**config.mk**
```make
export PLATFORM = sky130hd
export DESIGN_NAME = asc_sar_control
export DESIGN_NICKNAME = d
export VERILOG_FILES = /design/src/design/asc_sar_control.v
export VERILOG_INCLUDE_DIRS = /design/src /design/src/design
export SDC_FILE = /design/constraint.sdc
export NUM_CORES = 1
export LEC_CHECK = 0
export ABC_AREA = 1
export BUFFER_PORTS_ARGS = -buffer_cell sky130_fd_sc_hd__buf_2
export CORE_MARGIN = 2
export CORE_UTILIZATION = 35
export CTS_CLUSTER_DIAMETER = 120
export DETAILED_ROUTE_END_ITERATION = 8
export HOLD_SLACK_MARGIN = 0.02
export PLACE_DENSITY_LB_ADDON = 0.3
export SYNTH_ARGS = -nofsm -noshare
export SYNTH_HDL_FRONTEND = slang
export SYNTH_SLANG_ARGS = --single-unit
```
**constraint.sdc**
```tcl
create_clock -name core_clk -period 1.6 [get_ports core_clk]
set_input_delay 0.08 -clock core_clk [delete_from_list [all_inputs] [get_ports core_clk]]
set_output_delay 0.08 -clock core_clk [all_outputs]
set_load 0.03 [all_outputs]
```
**src/design/asc_defines.vh**
```
// constants for the sar converter control block: offsets, fields, reset values, timing
// assumes inclusion by bare name from design files
`ifndef ASC_DEFINES_VH
`define ASC_DEFINES_VH

// register byte addresses (printed offsets are indices, byte address = 4 * index)
`define ASC_IDX_CSR        8'h2E
`define ASC_IDX_RESH       8'h2F
`define ASC_IDX_RESL       8'h30
`define ASC_IDX_AUX        8'h31
`define ASC_ADDR_CSR       10'h0B8
`define ASC_ADDR_RESH      10'h0BC
`define ASC_ADDR_RESL      10'h0C0
`define ASC_ADDR_AUX       10'h0C4

// control/status fields
`define ASC_CSR_DONE       7
`define ASC_CSR_DIV_HI     6
`define ASC_CSR_DIV_LO     5
`define ASC_CSR_ON         4
`define ASC_CSR_CH_HI      3
`define ASC_CSR_CH_LO      0

// auxiliary register fields (irq enable, long sample)
`define ASC_AUX_IRQEN      0
`define ASC_AUX_LONG       1

// reset values
`define ASC_CSR_RST        8'h00
`define ASC_RES_RST        10'h000
`define ASC_AUX_RST        2'h0

// saturation codes
`define ASC_RES_FULL       10'h3FF
`define ASC_RES_ZERO       10'h000

// timing: system clock and converter clock rates in khz
`define ASC_SYS_KHZ        100000
`define ASC_F4_KHZ         4000
`define ASC_F2_KHZ         2000
`define ASC_F1_KHZ         1000
`define ASC_DIV4           (`ASC_SYS_KHZ / `ASC_F4_KHZ)
`define ASC_DIV2           (`ASC_SYS_KHZ / `ASC_F2_KHZ)
`define ASC_DIV1           (`ASC_SYS_KHZ / `ASC_F1_KHZ)

// sequencer lengths in converter clock cycles
`define ASC_SAMPLE_SHORT   4'h3
`define ASC_SAMPLE_LONG    4'h6
`define ASC_BITS_CYCLES    4'hA

`endif

```
**src/design/asc_sar_control.v**
```verilog
// sar converter control: ahb-lite register slave, prescaler, sequencer, result lock
// assumes an analog core that samples/holds on request and reports a 10-bit code
// plus over/under range flags when its conversion ends
//
// Added by the designer: the register addresses and the AHB-Lite interface to the registers.
`timescale 1ns/100ps
`include "asc_defines.vh"

module asc_sar_control #(
  parameter CH_COUNT = 16                   // number of analog inputs
) (
  input  wire        core_clk,              // system clock, 100 MHz
  input  wire        rst_b,                 // async reset, active low
  input  wire        hsel,                  // ahb slave select
  input  wire [31:0] haddr,                 // ahb address
  input  wire [1:0]  htrans,                // ahb transfer type
  input  wire        hwrite,                // ahb write
  input  wire [2:0]  hsize,                 // ahb size
  input  wire [31:0] hwdata,                // ahb write data
  input  wire        hready,                // ahb bus ready
  output reg  [31:0] hrdata,                // ahb read data
  output wire        hreadyout,             // ahb slave ready
  output wire        hresp,                 // ahb response, always okay
  input  wire        waitMode,              // processor in wait mode
  input  wire        haltMode,              // processor in halt mode
  input  wire [9:0]  coreCode,              // converter core result code
  input  wire        coreOver,              // input above upper reference
  input  wire        coreUnder,             // input below lower reference
  output reg  [3:0]  chanSel,               // analog input mux select
  output reg         coreEnable,            // converter core powered
  output reg         coreSample,            // sample switch closed
  output reg         coreTake,              // pulse: core code is sampled now
  output reg         convClkEn,             // pulse: one converter clock tick
  output wire        doneIrq,               // end-of-conversion interrupt request
  output wire        wakeReq                // wake request toward power control
);

  // sequencer states, one-hot
  localparam [2:0] ST_IDLE   = 3'b001;
  localparam [2:0] ST_SAMPLE = 3'b010;
  localparam [2:0] ST_CONV   = 3'b100;

  // prescaler tops, worked out at full width then cut to the counter width
  localparam [31:0] DIV4_FULL = `ASC_DIV4;
  localparam [31:0] DIV2_FULL = `ASC_DIV2;
  localparam [31:0] DIV1_FULL = `ASC_DIV1;
  localparam [6:0]  DIV4      = DIV4_FULL[6:0];
  localparam [6:0]  DIV2      = DIV2_FULL[6:0];
  localparam [6:0]  DIV1      = DIV1_FULL[6:0];

  // input synchronisers for the core status pins (from analog domain) and the wait/halt mode levels
  reg  [11:0] coreMeta_reg;
  reg  [11:0] coreSync_reg;
  reg         modeMeta_reg;
  reg         modeSync_reg;
  reg         haltMeta_reg;
  reg         haltSync_reg;

  // registers
  reg  [1:0]  divSel_reg;
  reg         convOn_reg;
  reg         done_reg;
  reg  [9:0]  result_reg;
  reg         lock_reg;
  reg  [1:0]  aux_reg;
  reg  [2:0]  state_reg;
  reg  [6:0]  preCnt_reg;
  reg  [3:0]  phaseCnt_reg;

  // ahb address phase capture
  reg         wrPend_reg;
  reg         rdPend_reg;
  reg  [9:0]  addrPend_reg;

  wire        accept;
  wire        wrCsr;
  wire        wrAux;
  wire        rdHigh;
  wire        rdLow;
  wire        runEn;
  wire        chanChange;
  wire        convEnd;
  wire [6:0]  divTop;
  wire [3:0]  sampleLen;
  wire [9:0]  takenCode;
  wire [7:0]  csrView;
  wire        resultLoad;
  reg  [31:0] rdMux;

  // two flops on the core result and range pins (from the analog domain)
  always @(posedge core_clk or negedge rst_b) begin
    if (!rst_b) begin
      coreMeta_reg <= 12'h000;
      coreSync_reg <= 12'h000;
    end else begin
      coreMeta_reg <= {coreOver, coreUnder, coreCode};
      coreSync_reg <= coreMeta_reg;
    end
  end

  // two flops on the low-power mode levels from the power controller
  always @(posedge core_clk or negedge rst_b) begin
    if (!rst_b) begin
      modeMeta_reg <= 1'b0;
      modeSync_reg <= 1'b0;
      haltMeta_reg <= 1'b0;
      haltSync_reg <= 1'b0;
    end else begin
      modeMeta_reg <= waitMode;
      modeSync_reg <= modeMeta_reg;
      haltMeta_reg <= haltMode;
      haltSync_reg <= haltMeta_reg;
    end
  end

  // ahb-lite: zero wait states, okay only
  assign hreadyout = 1'b1;
  assign hresp     = 1'b0;
  assign accept    = hsel & hready & htrans[1];

  always @(posedge core_clk or negedge rst_b) begin
    if (!rst_b) begin
      wrPend_reg   <= 1'b0;
      rdPend_reg   <= 1'b0;
      addrPend_reg <= 10'h000;
    end else begin
      wrPend_reg   <= accept & hwrite;
      rdPend_reg   <= accept & ~hwrite;
      addrPend_reg <= haddr[9:0];
    end
  end

  assign wrCsr  = wrPend_reg & (addrPend_reg == `ASC_ADDR_CSR);
  assign wrAux  = wrPend_reg & (addrPend_reg == `ASC_ADDR_AUX);
  // reads take effect in the address phase, data returned next cycle
  assign rdHigh = accept & ~hwrite & (haddr[9:0] == `ASC_ADDR_RESH);
  assign rdLow  = accept & ~hwrite & (haddr[9:0] == `ASC_ADDR_RESL);

  // control view: done flag shown only while the converter is on
  assign csrView = {done_reg & convOn_reg, divSel_reg, convOn_reg, chanSel};

  // read multiplexer over the register map
  always @* begin
    case (haddr[9:0])
      `ASC_ADDR_CSR:  rdMux = {24'h000000, csrView};
      `ASC_ADDR_RESH: rdMux = {24'h000000, result_reg[9:2]};
      `ASC_ADDR_RESL: rdMux = {30'h0000000, result_reg[1:0]};
      `ASC_ADDR_AUX:  rdMux = {30'h0000000, aux_reg};
      default:        rdMux = 32'h00000000;
    endcase
  end

  // read data, registered in the address phase and held until the next read
  always @(posedge core_clk or negedge rst_b) begin
    if (!rst_b) begin
      hrdata <= 32'h00000000;
    end else if (accept & ~hwrite) begin
      hrdata <= rdMux;
    end
  end

  // control register writes; done flag is read-only and ignores data
  always @(posedge core_clk or negedge rst_b) begin
    if (!rst_b) begin
      chanSel    <= 4'h0;
      divSel_reg <= 2'h0;
      convOn_reg <= 1'b0;
    end else if (wrCsr) begin
      chanSel    <= hwdata[`ASC_CSR_CH_HI:`ASC_CSR_CH_LO];
      divSel_reg <= hwdata[`ASC_CSR_DIV_HI:`ASC_CSR_DIV_LO];
      convOn_reg <= hwdata[`ASC_CSR_ON];
    end
  end

  // auxiliary register: interrupt enable and long sampling select
  always @(posedge core_clk or negedge rst_b) begin
    if (!rst_b) begin
      aux_reg <= `ASC_AUX_RST;
    end else if (wrAux) begin
      aux_reg <= hwdata[1:0];
    end
  end

  // a write of a new channel restarts the sample at once
  assign chanChange = wrCsr & (hwdata[3:0] != chanSel);
  // halt stops the converter, wait leaves it alone
  assign runEn      = convOn_reg & ~haltSync_reg;

  // prescaler: one-cycle tick at the selected converter rate
  assign divTop = (divSel_reg == 2'b00) ? DIV4 :
                  (divSel_reg == 2'b01) ? DIV2 : DIV1;

  always @(posedge core_clk or negedge rst_b) begin
    if (!rst_b) begin
      preCnt_reg <= 7'h00;
      convClkEn  <= 1'b0;
    end else if (!runEn || preCnt_reg >= divTop - 7'h01) begin
      preCnt_reg <= 7'h00;
      convClkEn  <= runEn;
    end else begin
      preCnt_reg <= preCnt_reg + 7'h01;
      convClkEn  <= 1'b0;
    end
  end

  // sampling length in ticks; conversion ends only while still enabled
  assign sampleLen = aux_reg[`ASC_AUX_LONG] ? `ASC_SAMPLE_LONG : `ASC_SAMPLE_SHORT;
  assign convEnd   = convClkEn & runEn & (state_reg == ST_CONV) &
                     (phaseCnt_reg == `ASC_BITS_CYCLES - 4'h1);

  // core power follows the run enable; take pulses one cycle after the end
  always @(posedge core_clk or negedge rst_b) begin
    if (!rst_b) begin
      coreTake   <= 1'b0;
      coreEnable <= 1'b0;
    end else begin
      coreTake   <= convEnd;
      coreEnable <= runEn;
    end
  end

  // conversion sequencer: sample, convert, take, restart
  always @(posedge core_clk or negedge rst_b) begin
    if (!rst_b) begin
      state_reg    <= ST_IDLE;
      phaseCnt_reg <= 4'h0;
      coreSample   <= 1'b0;
    end else begin
      if (!runEn) begin
        state_reg    <= ST_IDLE;
        phaseCnt_reg <= 4'h0;
        coreSample   <= 1'b0;
      end else if (chanChange) begin
        state_reg    <= ST_SAMPLE;
        phaseCnt_reg <= 4'h0;
        coreSample   <= 1'b1;
      end else begin
        case (state_reg)
          ST_IDLE: begin
            state_reg    <= ST_SAMPLE;
            phaseCnt_reg <= 4'h0;
            coreSample   <= 1'b1;
          end
          ST_SAMPLE: begin
            if (convClkEn) begin
              if (phaseCnt_reg == sampleLen - 4'h1) begin
                state_reg    <= ST_CONV;
                phaseCnt_reg <= 4'h0;
                coreSample   <= 1'b0;
              end else begin
                phaseCnt_reg <= phaseCnt_reg + 4'h1;
              end
            end
          end
          ST_CONV: begin
            if (convClkEn) begin
              if (convEnd) begin
                state_reg    <= ST_SAMPLE;
                phaseCnt_reg <= 4'h0;
                coreSample   <= 1'b1;
              end else begin
                phaseCnt_reg <= phaseCnt_reg + 4'h1;
              end
            end
          end
          default: begin
            state_reg    <= ST_IDLE;
            phaseCnt_reg <= 4'h0;
            coreSample   <= 1'b0;
          end
        endcase
      end
    end
  end

  // saturate out-of-range samples
  assign takenCode = coreSync_reg[11] ? `ASC_RES_FULL :
                     coreSync_reg[10] ? `ASC_RES_ZERO :
                     coreSync_reg[9:0];

  // result lock: a low read locks, a high read or switching off releases
  always @(posedge core_clk or negedge rst_b) begin
    if (!rst_b) begin
      lock_reg <= 1'b0;
    end else if (!convOn_reg || rdHigh) begin
      lock_reg <= 1'b0;
    end else if (rdLow) begin
      lock_reg <= 1'b1;
    end
  end

  // load at conversion end unless locked; a low read in the same cycle keeps the old
  // sample, a high read in the same cycle has already taken the old high byte
  assign resultLoad = convEnd & (~lock_reg | rdHigh) & ~rdLow;

  // converted result, replaced only when the next conversion ends
  always @(posedge core_clk or negedge rst_b) begin
    if (!rst_b) begin
      result_reg <= `ASC_RES_RST;
    end else if (resultLoad) begin
      result_reg <= takenCode;
    end
  end

  // done flag: set only at a conversion end, so it stays low while the first one runs
  always @(posedge core_clk or negedge rst_b) begin
    if (!rst_b) begin
      done_reg <= 1'b0;
    end else if (!convOn_reg) begin
      done_reg <= 1'b0;
    end else if (convEnd) begin
      done_reg <= 1'b1;
    end else if (rdHigh) begin
      done_reg <= 1'b0;
    end
  end

  // irq from the done flag while the converter is on and the irq is enabled
  assign doneIrq = done_reg & convOn_reg & aux_reg[`ASC_AUX_IRQEN];

  // wake toward power control only from wait, never from halt
  assign wakeReq = doneIrq & modeSync_reg & ~haltSync_reg;

endmodule
```
==> results.md <==
* Largest net degree at the start of global routing at 44
* Register-to-register setup slack at -0.003 ns
* FF-to-FF Start: divSel_reg[1]
* Initial antenna violation count at 0
* Top-area cell type share of the netlist area at 53.5%
* Register area share after synthesis at 54.2%
* Antenna-violating nets left at 0
* Pwr dens at 981 mW/mm^2
* Clk_skew at 0.00696 ns
* Clock Path Buffers at 2
* Buf/Inv on CP at 1
* DIE AREA at 0.0122 sq mm
* Flops & latches, synth at 86
* Clk root buf: clkbuf_16
* Antenna Cells at 0
* Half-perimeter wire length after placement at 5650 um
* DR vias at 2,892
* WL final at 7960 um
* Residual DRC at 0
* Max Freq at 0.624 GHz
* Distinct cells, synth at 37
* Reg2reg path depth at 7
* CTS tree: built
* # IOs at 132
* Reg clk slew, reported paths at 0.06 ns
* All-Layer GR Usage at 13.5%
* Num CTS Buffers at 9
* Critical Path RT at 1.87 ns
* Failing checks: negative setup slack
* Final period utilization at 100%
* First-pass GRT wire length at 13,300 um
* Initial Util at 36.2%
* P_leak at 2.59 nW
* CP Class: reg2reg
* Final Hold Fails at 0
* Synth Instances at 406
* Crit-path leading delay family: compound AO/OA/AOI/OAI gates
* Final-layout fill cell count at 1,035
* RSZ-0062 raised after global routing: yes
* Synth area leader: dfrtp_1
* Worst setup EP type: flip-flop
* Most used flip-flop cell after synthesis: dfrtp_1
* Min-Delay Path Class: in2async
* Post-synth ARST share at 100%
* Critical path cell sequence: buf_4 -> ha_1 -> a21oi_1 -> o21bai_1 -> a21oi_2 -> nand3_2 -> nor2_1
* Ranking of synthesized cells by area: dfrtp_1 54%, nand2_1 7.8%, buf_4 5.9%
* Die Ht at 111 um
* Total power draw at 5.08 mW
* Synth Area per Inst at 9.79 sq um
* Startpoint Class: flip-flop
* Share of cells above drive strength 1 at 30.0%
* Worst Path Max Fanout at 7
* FF-to-FF End: preCnt_reg[3]
* Setup violators final at 2
* H-tree depth at 3
* CP max stage cell: dfrtp_1
* DRT iter0 DRCs at 230
* Layout Nets at 616
* Horiz. Die Dim at 111 um
* Max cap viols at 0
* Slew Limit Fails at 0
* Total congestion overflow at 0
* Vias per cell at 4.36
* Worst-Skew Late Latency at 0.34 ns
* Routability cong. at 0.758
* Synth warnings at 0
* First-pass DRT Iterations at 4
* Core Rows at 38
* Number of buffers added on ports at 54
* Worst path arrival time at 1.87 ns
* Post-Place Setup Slack at -0.130 ns
* Core area at 0.0110 sq mm
* Routed len/inst at 12.0 um
* Final worst setup slack at -0.00308 ns
* Maximum VDD drop at 559 uV
* Max incr delay on CP at 0.38 ns
* Area growth syn-to-layout at 30.3%
* CTS Sinks at 86
* Synthesized area at 0.00398 sq mm
* Status: finished with violations
* Number of global-route vias before repair at 2,843
* Post-synth EDFFs at 0
* Min cycle time layout at 1.60 ns
[through the flow]
step | hold slack [ns] | instance area [sq um] | setup TNS, ns | cells | utilization, %
4_1_cts | 0.212 | 5070 | -0.133 | 658 | 46.1
3_3_place_gp | 0.0439 | 4400 | -0.458 | 606 | 40.1
6_report | 0.218 | 5180 | -0.00588 | 663 | 47.2
5_1_grt | 0.263 | 5180 | -0.985 | 663 | 47.2
3_5_place_dp | 0.0511 | 4400 | -0.874 | 606 | 40.1
2_1_floorplan | -0.216 | 4070 | 0 | 431 | -
[layer usage]
metal | GRT usage, % | up-vias | wire length [um]
met1 | 16.4 | 1359 | 3530
met4 | 5.25 | 0 | 119
met5 | 0 | - | 0
met3 | 3.18 | 12 | 259
li1 | - | 1467 | -
met2 | 23.3 | 54 | 4050
[cells in the final DEF, fill, tap and decap left out, drive strengths merged, types with 2 or more instances in the layout]
cell / count
a21oi: 15
buf: 78
clkbuf: 9
clkinv: 4
clkinvlp: 2
conb: 27
dfrtp: 85
dlygate4sd3: 34
ha: 10
inv: 38
nand2: 95
nand3: 27
nand3b: 4
nand4: 5
nor2: 38
nor3: 6
o21ai: 32
o21bai: 2
xnor2: 2
xor2: 5
[cells by family (layout without fill, tap and decap cells)]
group,Yosys count,count (layout),synth area share (%)
fa+ha+maj,10,10,3.15
buf+inv,74,166,10.3
compound gates,50,50,7.43
other cells,2,27,0.189
flops,86,86,54.2
xor+xnor,7,7,1.54
simple gates,177,177,23.2
[area by class of cell]
| type | instances | area (sq um) | area share, % |
|---|---|---|---|
| flip-flops and latches | 86 | 2150 | 41.6 |
| multi-input cells | 271 | 1570 | 30.3 |
| repair buffers | 112 | 840 | 16.2 |
| clock buffers | 9 | 225 | 4.35 |
| well taps | 140 | 175 | 3.38 |
| inverters | 38 | 143 | 2.75 |
| clock inverters | 7 | 72.6 | 1.40 |
[repair_timing]
action | CTS | global route
cloned | 0 | 0
pin swaps | 6 | 18
hold buffers | 34 | 0
hold endpoints to repair | 61 | 0
resized for setup | 6 | 14
setup buffers | 2 | 7
setup endpoints to repair | 7 | 31
[cell usage after synthesis (2+ instances only)]
master	count
nand2_2	12
o21ai_1	12
inv_2	4
buf_4	31
nand3_2	2
xnor2_1	2
o21ai_2	10
nor2_4	7
nand3_4	2
clkinv_1	2
o21bai_1	2
dfrtp_1	85
o21ai_0	10
nand3_1	23
nor2_1	25
nand3b_1	3
a21oi_1	15
buf_6	2
inv_1	32
nor3_1	4
ha_1	10
nor2_2	5
nand2_1	83
nand4_1	5
conb_1	2
xor2_1	5
[how the worst max path moves through the flow]
stage                    endpoint  depth (start not counted)     startpoint  slack, ns
floorplan           preCnt_reg[0]                          8  divSel_reg[1]       0.06
global placement    preCnt_reg[1]                          8  divSel_reg[0]      -0.08
detailed placement  preCnt_reg[4]                          8  divSel_reg[0]      -0.13
CTS                 preCnt_reg[4]                          8  divSel_reg[1]      -0.05
global route        preCnt_reg[3]                          8  divSel_reg[0]      -0.14
finish              preCnt_reg[3]                          7  divSel_reg[1]     -0.003
[worst reg2reg max path, delay by kind of cell, from the launching register on]
family	cells	cell delay, ns
flops	1	0.38
fa+ha+maj	1	0.28
compound gates	3	0.40
buf+inv	1	0.14
simple gates	2	0.32
[where the power goes]
| part | internal [mW] | total (mW) | switching, mW |
|---|---|---|---|
| logic | 0.236 | 0.642 | 0.407 |
| registers | 2.28 | 2.35 | 0.0655 |
| clock network | 1.21 | 2.09 | 0.872 |
(Power assumes the default switching activity.)
